**src/logic/pc_stack_pkg.sv**
```systemverilog
// Package: register map, field layout and core operation codes of the program counter and stack
package pc_stack_pkg;

  // ****************************************************************
  // Widths and depths
  // ****************************************************************
  localparam int PC_WIDTH      = 21;
  localparam int UPPER_WIDTH   = 5;
  localparam int PTR_WIDTH     = 6;
  localparam int NORMAL_DEPTH  = 31;
  localparam int DEBUG_DEPTH   = 35;

  // ****************************************************************
  // Register byte addresses on the Wishbone bus
  // ****************************************************************
  localparam logic [5:0] ADDR_PC_LOW_BYTE    = 6'h00;
  localparam logic [5:0] ADDR_PC_HIGH_LATCH  = 6'h04;
  localparam logic [5:0] ADDR_PC_UPPER_LATCH = 6'h08;
  localparam logic [5:0] ADDR_STACK_POINTER  = 6'h0C;
  localparam logic [5:0] ADDR_TOS_LOW        = 6'h10;
  localparam logic [5:0] ADDR_TOS_HIGH       = 6'h14;
  localparam logic [5:0] ADDR_TOS_UPPER      = 6'h18;
  localparam logic [5:0] ADDR_POWER_STATUS   = 6'h1C;
  localparam logic [5:0] ADDR_DEBUG_MODE     = 6'h20;

  // ****************************************************************
  // Status field positions (power_control_status)
  // ****************************************************************
  localparam int STAT_FULL_BIT      = 0;
  localparam int STAT_OVERFLOW_BIT  = 1;
  localparam int STAT_UNDERFLOW_BIT = 2;

  // ****************************************************************
  // Reset values and fetch step
  // ****************************************************************
  localparam logic [PC_WIDTH-1:0]  PC_RESET  = 21'h000000;
  localparam logic [PTR_WIDTH-1:0] PTR_RESET = 6'h00;
  localparam logic [1:0]           PC_STEP   = 2'h2;

  // ****************************************************************
  // Core operation request
  // ****************************************************************
  typedef enum logic [2:0] {
    OP_NONE    = 3'h0,
    OP_FETCH   = 3'h1,
    OP_CALL    = 3'h2,
    OP_JUMP    = 3'h3,
    OP_RETURN  = 3'h4,
    OP_INT_ACK = 3'h5
  } core_op_e;

  typedef struct packed {
    core_op_e              op;
    logic [PC_WIDTH-1:0]   target;
  } core_req_s;

  typedef struct packed {
    logic        cyc;
    logic        stb;
    logic        we;
    logic [5:0]  adr;
    logic [3:0]  sel;
    logic [31:0] dat;
  } wb_req_s;

  typedef struct packed {
    logic        ack;
    logic [31:0] dat;
  } wb_rsp_s;

endpackage

```
**src/logic/program_counter_return_stack.sv**
```systemverilog
// Program counter, latches and hardware return address stack with Wishbone register access
`timescale 1ns/10ps

module program_counter_return_stack #(
  parameter int NORMAL_DEPTH = pc_stack_pkg::NORMAL_DEPTH,
  parameter int DEBUG_DEPTH  = pc_stack_pkg::DEBUG_DEPTH
) (
  input  wire logic                           clock,
  input  wire logic                           rst_b,
  input  wire pc_stack_pkg::wb_req_s          wb_req,
  output pc_stack_pkg::wb_rsp_s               wb_rsp,
  input  wire pc_stack_pkg::core_req_s        core_req,
  output logic [pc_stack_pkg::PC_WIDTH-1:0]   fetch_address
);

  localparam int PW = pc_stack_pkg::PC_WIDTH;
  localparam int AW = pc_stack_pkg::PTR_WIDTH;

  // ****************************************************************
  // State
  // ****************************************************************
  typedef struct packed {
    logic [PW-1:0] pc;
    logic [7:0]    pc_high_latch;
    logic [4:0]    pc_upper_latch;
    logic [AW-1:0] stack_pointer_reg;
    logic          full;
    logic          overflow;
    logic          underflow;
    logic          in_circuit_debug_mode;
    logic          ack;
    logic [31:0]   rdata;
  } state_s;

  state_s        cur;
  state_s        nxt;
  logic [PW-1:0] stack_mem [1:DEBUG_DEPTH];
  logic          mem_we;
  logic [AW-1:0] mem_addr;
  logic [PW-1:0] mem_wdata;
  logic [PW-1:0] top_of_stack;

  function automatic logic [AW-1:0] depth_limit(input logic dbg);
    depth_limit = dbg ? AW'(DEBUG_DEPTH) : AW'(NORMAL_DEPTH);
  endfunction

  function automatic logic [PW-1:0] align(input logic [PW-1:0] value);
    align = {value[PW-1:1], 1'b0};
  endfunction

  assign top_of_stack = (cur.stack_pointer_reg == '0) ? '0
                        : stack_mem[cur.stack_pointer_reg];

  // ****************************************************************
  // Next state
  // ****************************************************************
  logic          bus_go;
  logic          bus_wr;
  logic          bus_rd;
  logic [7:0]    wbyte;
  logic [AW-1:0] limit;
  logic [PW-1:0] tos_edit;
  logic          ovf_set;
  logic          unf_set;

  always_comb begin
    nxt       = cur;
    mem_we    = 1'b0;
    mem_addr  = cur.stack_pointer_reg;
    mem_wdata = cur.pc;
    tos_edit  = top_of_stack;
    limit     = depth_limit(cur.in_circuit_debug_mode);
    bus_go    = wb_req.cyc && wb_req.stb && !cur.ack;
    bus_wr    = bus_go && wb_req.we && wb_req.sel[0];
    bus_rd    = bus_go && !wb_req.we;
    wbyte     = wb_req.dat[7:0];
    nxt.ack   = bus_go;
    nxt.rdata = '0;
    ovf_set   = 1'b0;
    unf_set   = 1'b0;

    // Core operations
    case (core_req.op)
      pc_stack_pkg::OP_FETCH: begin
        nxt.pc = align(PW'(cur.pc + PW'(pc_stack_pkg::PC_STEP)));
      end
      pc_stack_pkg::OP_JUMP: begin
        nxt.pc = align(core_req.target);
      end
      pc_stack_pkg::OP_CALL, pc_stack_pkg::OP_INT_ACK: begin
        // Interrupt target comes from the core; latches stay untouched
        nxt.pc = align(core_req.target);
        if (cur.stack_pointer_reg >= limit) begin
          ovf_set = 1'b1;
        end else begin
          nxt.stack_pointer_reg = AW'(cur.stack_pointer_reg + AW'(1));
          mem_we    = 1'b1;
          mem_addr  = nxt.stack_pointer_reg;
          mem_wdata = cur.pc;
        end
      end
      pc_stack_pkg::OP_RETURN: begin
        if (cur.stack_pointer_reg == '0) begin
          unf_set = 1'b1;
        end else begin
          nxt.pc = align(top_of_stack);
          nxt.stack_pointer_reg = AW'(cur.stack_pointer_reg - AW'(1));
        end
      end
      default: begin
      end
    endcase
    nxt.overflow  = cur.overflow || ovf_set;
    nxt.underflow = cur.underflow || unf_set;

    // Register reads
    if (bus_rd) begin
      case (wb_req.adr)
        pc_stack_pkg::ADDR_PC_LOW_BYTE: begin
          nxt.rdata[7:0]     = {cur.pc[7:1], 1'b0};
          nxt.pc_high_latch  = cur.pc[15:8];
          nxt.pc_upper_latch = cur.pc[20:16];
        end
        pc_stack_pkg::ADDR_PC_HIGH_LATCH:  nxt.rdata[7:0] = cur.pc_high_latch;
        pc_stack_pkg::ADDR_PC_UPPER_LATCH: nxt.rdata[4:0] = cur.pc_upper_latch;
        pc_stack_pkg::ADDR_STACK_POINTER:  nxt.rdata[AW-1:0] = cur.stack_pointer_reg;
        pc_stack_pkg::ADDR_TOS_LOW:        nxt.rdata[7:0] = top_of_stack[7:0];
        pc_stack_pkg::ADDR_TOS_HIGH:       nxt.rdata[7:0] = top_of_stack[15:8];
        pc_stack_pkg::ADDR_TOS_UPPER:      nxt.rdata[4:0] = top_of_stack[20:16];
        pc_stack_pkg::ADDR_POWER_STATUS: begin
          nxt.rdata[pc_stack_pkg::STAT_FULL_BIT]      = cur.full;
          nxt.rdata[pc_stack_pkg::STAT_OVERFLOW_BIT]  = cur.overflow;
          nxt.rdata[pc_stack_pkg::STAT_UNDERFLOW_BIT] = cur.underflow;
        end
        pc_stack_pkg::ADDR_DEBUG_MODE:     nxt.rdata[0] = cur.in_circuit_debug_mode;
        default:                           nxt.rdata = '0;
      endcase
    end

    // Register writes; a core update in the same cycle is overridden, except an overflow or underflow flag set by the core
    if (bus_wr) begin
      case (wb_req.adr)
        pc_stack_pkg::ADDR_PC_LOW_BYTE: begin
          nxt.pc = align({cur.pc_upper_latch, cur.pc_high_latch, wbyte});
        end
        pc_stack_pkg::ADDR_PC_HIGH_LATCH:  nxt.pc_high_latch = wbyte;
        pc_stack_pkg::ADDR_PC_UPPER_LATCH: nxt.pc_upper_latch = wbyte[4:0];
        pc_stack_pkg::ADDR_STACK_POINTER: begin
          nxt.stack_pointer_reg = (wbyte[AW-1:0] > limit) ? limit : wbyte[AW-1:0];
        end
        pc_stack_pkg::ADDR_TOS_LOW, pc_stack_pkg::ADDR_TOS_HIGH,
        pc_stack_pkg::ADDR_TOS_UPPER: begin
          if (wb_req.adr == pc_stack_pkg::ADDR_TOS_LOW) begin
            tos_edit[7:0] = wbyte;
          end else if (wb_req.adr == pc_stack_pkg::ADDR_TOS_HIGH) begin
            tos_edit[15:8] = wbyte;
          end else begin
            tos_edit[20:16] = wbyte[4:0];
          end
          if (cur.stack_pointer_reg != '0) begin
            mem_we    = 1'b1;
            mem_addr  = cur.stack_pointer_reg;
            mem_wdata = tos_edit;
          end
        end
        pc_stack_pkg::ADDR_POWER_STATUS: begin
          // Writing zero clears a flag; a hardware set in the same cycle wins
          nxt.overflow  = ovf_set || (cur.overflow && wbyte[1]);
          nxt.underflow = unf_set || (cur.underflow && wbyte[2]);
        end
        pc_stack_pkg::ADDR_DEBUG_MODE: begin
          nxt.in_circuit_debug_mode = wbyte[0];
          if (!wbyte[0] && cur.stack_pointer_reg > AW'(NORMAL_DEPTH)) begin
            nxt.stack_pointer_reg = AW'(NORMAL_DEPTH);
          end
        end
        default: begin
        end
      endcase
    end

    nxt.full = (nxt.stack_pointer_reg >= depth_limit(nxt.in_circuit_debug_mode));
  end

  // ****************************************************************
  // Registers
  // ****************************************************************
  always_ff @(posedge clock or negedge rst_b) begin
    if (!rst_b) begin
      cur <= '{pc: pc_stack_pkg::PC_RESET, stack_pointer_reg: pc_stack_pkg::PTR_RESET,
               default: '0};
    end else begin
      cur <= nxt;
    end
  end

  always_ff @(posedge clock) begin
    if (mem_we && mem_addr != '0) begin
      stack_mem[mem_addr] <= mem_wdata;
    end
  end

  always_comb begin
    wb_rsp.ack    = cur.ack;
    wb_rsp.dat    = cur.rdata;
    fetch_address = cur.pc;
  end

endmodule // program_counter_return_stack

```
**config.mk**
```make
export PLATFORM = sky130hd
export DESIGN_NAME = program_counter_return_stack
export DESIGN_NICKNAME = d
export VERILOG_FILES = /design/src/logic/pc_stack_pkg.sv /design/src/logic/program_counter_return_stack.sv
export SDC_FILE = /design/constraint.sdc
export NUM_CORES = 1
export LEC_CHECK = 0
export ABC_AREA = 1
export ABC_CLOCK_PERIOD_IN_PS = 4500
export BUFFER_PORTS_ARGS = -buffer_cell sky130_fd_sc_hd__clkbuf_2
export CAP_MARGIN = 20
export CORE_MARGIN = 3
export CORE_UTILIZATION = 40
export DETAILED_ROUTE_END_ITERATION = 10
export SYNTH_ARGS = -nofsm -noshare
export SYNTH_HDL_FRONTEND = slang
export SYNTH_SLANG_ARGS = --single-unit
```
**constraint.sdc**
```tcl
create_clock -name clock -period 4.5 [get_ports clock]
set_input_delay 0.45 -clock clock [delete_from_list [all_inputs] [get_ports clock]]
set_output_delay 0.45 -clock clock [all_outputs]
set_load 0.01 [all_outputs]
```
# Word level (Yosys, flattened, before mapping)
# Memory sizes are Yosys's and may differ from the RTL's.
# Cells that the tools add are included.
# classes
add_sub_neg	3
n_lt_le_gt_ge	4
eq_ne	13
n_mux	48
reduce_logical	23
# ops
op	n
two-way mux 21 bit	6
one-hot mux 21 bit (3 select lines)	1
two-way mux 6 bit	10
two-way mux 40 bit	1
two-way mux 13 bit	3
two-way mux 8 bit	4
== test 6 x 5 -> 1 bit (second input constant)	4
one-hot mux 6 bit (2 select lines)	2
adder 21 x 2 -> 21 bit (second input constant)	1
one-hot mux 2 bit (8 select lines)	1
one-hot mux 2 bit (7 select lines)	1
== test 6 x 4 -> 1 bit (second input constant)	2
>= comparator 6 bit	2
logical NOT 6 bit	2
two-way mux 1 bit	12
nonzero test 6 bit	2
two-way mux 5 bit	2
logical AND 1 bit	9
one-hot mux 1 bit (8 select lines)	1
one-hot mux 2 bit (4 select lines)	1
adder 6 x 1 -> 6 bit (second input constant)	1
== test 3 x 2 -> 1 bit (second input constant)	2
== test 3 bit (second input constant)	2
== test 6 x 3 -> 1 bit (second input constant)	1
12 further kinds	18
# word_totals
regBits	77
ramBits	735
in_bits	71
wordCells	102
mem_count	1
# memory_table
memory	words	width	read_ports	rd_ports_with_merged_regs	wr	line_no	text
stack_mem	35	21	1	0	1	program_counter_return_stack.sv:37	logic [PW-1:0] stack_mem [1:DEBUG_DEPTH];

# Longest topological paths before layout
# depth
depth_word	11
mapped_depth	18
ltp_nobuf	17

# Worst setup path before layout
# OpenSTA, ideal clock, no wires.
# synth_path
path_kind	reg-to-reg
start	register cur[38] (netlist name)
end	memory stack_mem[10][9] (netlist name), data pin
setup_time_ns	0.477
arrival_time_ns	3.258
t_required_ns	4.023
path_slack_ns	0.765
path_stages_with_launch	11
path_buffers	4
synth_period_minus_slack_ns	3.735
cell_sequence	dfrtp_1 inv_1 buf_2 buf_2 clkbuf_1 ha_1 nand3_2 nand3_4 buf_2 inv_1 o21ai_0
# synth_between
elab_chain_cells	7
word_cells_on_any_way	9
cone_classes	mux (6); reduce/logical (2); memory (1)
# synth_rtl
item	line_no	text
start: declaration	program_counter_return_stack.sv:35	state_s cur;
start signal: assignment	program_counter_return_stack.sv:190	cur <= '{pc: pc_stack_pkg::PC_RESET, stack_pointer_reg: pc_stack_pkg::PTR_RESET,
start signal: assignment	program_counter_return_stack.sv:193	cur <= nxt;
memory read (35 x 21 bit) / logical NOT 6 bit (equally long branches)	-	
two-way mux 21 bit	program_counter_return_stack.sv:51	assign top_of_stack = (cur.stack_pointer_reg == '0) ? '0
two-way mux 8 bit	program_counter_return_stack.sv:155	end else if (wb_req.adr == pc_stack_pkg::ADDR_TOS_HIGH) begin
two-way mux 13 bit	program_counter_return_stack.sv:153	if (wb_req.adr == pc_stack_pkg::ADDR_TOS_LOW) begin
two-way mux 21 bit *	program_counter_return_stack.sv:160	if (cur.stack_pointer_reg != '0) begin
two-way mux 21 bit *	program_counter_return_stack.sv:142	case (wb_req.adr)
two-way mux 21 bit *	program_counter_return_stack.sv:141	if (bus_wr) begin
via mem_wdata[9]	program_counter_return_stack.sv:40	logic [PW-1:0] mem_wdata;
end: declaration	program_counter_return_stack.sv:37	
# The timed path passes the listed nets; every way through them passes the cells marked *.

# Worst setup path after layout
# layout_path
start	register cur[38] (netlist name)
end	memory stack_mem[26][11] (netlist name) (enable)
# layout_between
elab_chain_cells	10
word_cells_on_any_way	17
cone_classes	add/sub (1); order compare (1); mux (12); reduce/logical (3)
# layout_rtl
item	line_no	text
adder 6 x 1 -> 6 bit / >= comparator 6 bit (equally long branches)	program_counter_return_stack.sv:96, program_counter_return_stack.sv:93	
two-way mux 6 bit	program_counter_return_stack.sv:93	if (cur.stack_pointer_reg >= limit) begin
two-way mux 6 bit	program_counter_return_stack.sv:83	case (core_req.op)
two-way mux 6 bit	program_counter_return_stack.sv:160	
two-way mux 6 bit	program_counter_return_stack.sv:142	
two-way mux 6 bit	program_counter_return_stack.sv:141	
nonzero test 6 bit	program_counter_return_stack.sv:198	if (mem_we && mem_addr != '0) begin
logical AND 1 bit	program_counter_return_stack.sv:198	
two-way mux 1 bit	program_counter_return_stack.sv:198	
two-way mux 1 bit (implied by the code)	program_counter_return_stack.sv:199	stack_mem[mem_addr] <= mem_wdata;
# Parallel ways exist; a longest one is shown, timed or not.

==> run summary <==
outcome - complete, no violations
sequential share of power - 36.8%
logic gate share of total power - 36.1%
post-synth top area cell - edfxtp_1
worst-margin pin slew - 1.31 ns
Setup crit end kind - register
WL final - 100000 um
Detailed Place HPWL - 59700 um
# DRC - 0
CP Class - register to register
period utilization - 83.0%
antenna-violating nets left - 0
initial antenna violation count - 0
1st-pass router iterations - 6
final cell count without fillers - 4682
Worst Hold Class - input port to register
antenna cells - 0
hold path start - wb_req[43]
Worst Clk Skew - 0.0284 ns
layout cells sized above 1 - 11.3%
ys async rst share - 6.73%
unique cell type count in the Yosys netlist - 46
Die W - 303 um
Fillers - 7936
routability cong. - 0.952
Clock Pin Slew Worst Setup and Hold Paths - 0.06 ns
CP Max Fanout - 29
IO Port Bufs - 72
Inserted Clock Buffers - 83
total grt overflow - 0
multi-input logic area - 10100 sq um
VDD IR max - 388 uV
IO Pins - 125
largest net degree at the start of global routing - 113
Power, Total - 24.5 mW
clk root buf - clkbuf_16
warnings from Yosys - 0
CTS tree - yes
Critical Path RT - 4.76 ns
Hold EP - wb_rsp[32]
number of global-route vias before repair - 23300
reg2reg start - cur[38]
crit path DAT - 3.99 ns
largest buffer count on any clock path - 3
Clk pwr share - 27.1%
Seq/Total Area, Yosys - 66.5%
Post-synth EDFFs - 735
Initial Util - 40.4%
reg2reg end - stack_mem[26][11]
Die Area - 91600 sq um
Final Hold Viols - 0
final critical-path setup slack - 0.767 ns
power density over the cells - 614 nW/um^2
sw frac - 38.6%
# rows - 108
RSZ-0062 raised after global routing - no
setup TNS - 0 ns
top cell type's share of synthesized area - 62.7%
Worst Hold Depth - 3
Placed Instances - 4527
max-cap viol count - 0
cells after synthesis - 3396
Internal Power - 15.0 mW
leakage - 15.0 nW
Switch Pwr - 9.46 mW
gr usage total - 21.6%
area of placed instances - 37200 sq um
Layout Nets - 3546
H-tree depth - 3
syn avg cell area - 10.4 sq um
CORE AREA - 87000 sq um
final setup violation count - 0
R2R Setup Slk - 0.77 ns
max-slew violation count - 0
sequential cell area - 23400 sq um
relative slew slack - 12.6%
Vias/cell - 5.34
Cell Area, Synth - 35200 sq um
nature of the critical path startpoint - register
clock sinks - 788
fin area - 39900 sq um
pre-CTS setup slack - 0.820 ns
Synth area leaders - edfxtp_1 (63%), nand2_1 (8.2%), nor2_1 (5.2%), o21ai_0 (4.2%), nand3_1 (4.1%)
clk_lat worst skew - 0.63 ns
first-pass GRT wire length - 148000 um
Synth Register Bits - 788
area delta synth->final - 13.3%
vias - 25000
initial DRC count - 2423
r2r worst-path depth - 9
Primary FF master, synth - edfxtp_1
CTS resizes - 0
Max Freq - 268 MHz
final critical-path required period - 3.73 ns
DR WL/cell - 21.4 um
Die Y - 303 um
final cells by class:
| class | count | area share (%) |
|---|---|---|
| flip-flops and latches | 788 | 58.7 |
| multi-input cells | 2189 | 25.4 |
| clock buffers | 107 | 5.60 |
| repair buffers | 189 | 3.70 |
| well taps | 1155 | 3.62 |
| inverters | 208 | 1.99 |
| clock inverters | 46 | 0.998 |
routing by layer:
metal	share of wire (%)	GRT usage (%)	vias up
met2	46	33.9	968
li1	-	-	11800
met5	0	0	-
met1	43	29.8	12100
met4	4.8	10.3	0
met3	6.9	2.88	180
timing repair:
item,in CTS,in global routing
endpoints found under the hold margin,53,0
endpoints found under the setup margin,0,0
buffers inserted,0,0
hold buffers,1,0
Yosys cell counts, types with 4 or more instances:
master      n
nand2_2     5
inv_1     196
nand3_1   287
a22oi_1    28
nor3_1     10
nor2_1    491
o22ai_1    41
edfxtp_1  735
nor2_2      6
buf_4      58
a211oi_1    4
clkbuf_1   80
nand4_1    13
nand2_1   766
buf_1      19
ha_1       16
a21oi_1   100
xor2_1      4
or2_2      13
inv_2       9
o211ai_1   44
o21ai_1     4
o21ai_0   298
dfrtp_1    53
o21a_1      8
buf_2      77
stage by stage:
step	hold WS, ns	utilization [%]
5_1_grt	0.0462	45.8
6_report	0.0586	45.8
4_1_cts	0.0253	45.8
3_3_place_gp	0.445	42.8
3_5_place_dp	0.444	42.8
2_1_floorplan	0.154	-
power by group through the flow:
stage | clock [mW] | sequential [mW] | combinational [mW]
floorplan | 0 | 9.04 | 5.44
global placement | 0 | 9.16 | 8.69
detailed placement | 0 | 9.16 | 8.75
CTS | 6.74 | 9.01 | 8.79
global route | 7.06 | 9.03 | 9.72
finish | 6.64 | 9.02 | 8.83
worst max-delay path, stage by stage (launching register included):
cell     delay, ns
dfrtp_4       0.62
inv_6         0.30
ha_1          0.23
nand3_2       0.29
nand3_4       0.46
nand2_2       0.15
o21ai_2       0.27
nand4_1       0.42
nor2_2        0.21
buf_4         0.39
state kept, by name (all words and copies together), names as in the netlist:
name           flops
fetch_address     21
stack_mem        735
cur               23
wb_rsp             9
cell usage in the layout (no fill, tap or decap), drive strengths merged, types with 2 or more instances in the layout:
cell type and n:
nand2 771, edfxtp 735, clkinv 37, a211oi 4, a221oi 3, clkbuf 179
nor3 10, xor2 4, a22oi 28, o22ai 41, o21a 8, or2 14
dfrtp 53, o211ai 44, xnor2 2, nand4 14, a21oi 100, clkinvlp 3
nor2 499, bufinv 6, buf 116, conb 24, nand3 290, o311ai 2
ha 16, inv 208, o21ai 305, a31oi 2
worst max-delay path by stage:
stage             from           endpoint  cells past startpoint  slack (ns)
2_1_floorplan  cur[38]   stack_mem[10][9]                     10        0.76
3_3_place_gp   cur[38]   stack_mem[26][8]                      9        0.86
3_5_place_dp   cur[38]  stack_mem[22][16]                      9        0.82
4_1_cts        cur[38]   stack_mem[26][7]                      9        0.78
5_1_grt        cur[38]   stack_mem[29][8]                      9        0.51
6_report       cur[38]  stack_mem[26][11]                      9        0.77
cells by family after synthesis:
group	count (synthesis)	share of synthesized area [%]
buf+inv	442	5.61
simple gates	1599	18.5
flops	788	66.5
xor+xnor	6	0.149
compound gates	544	8.65
fa+ha+maj	16	0.569
other cells	1	0.0107
(Power assumes the default switching activity.)
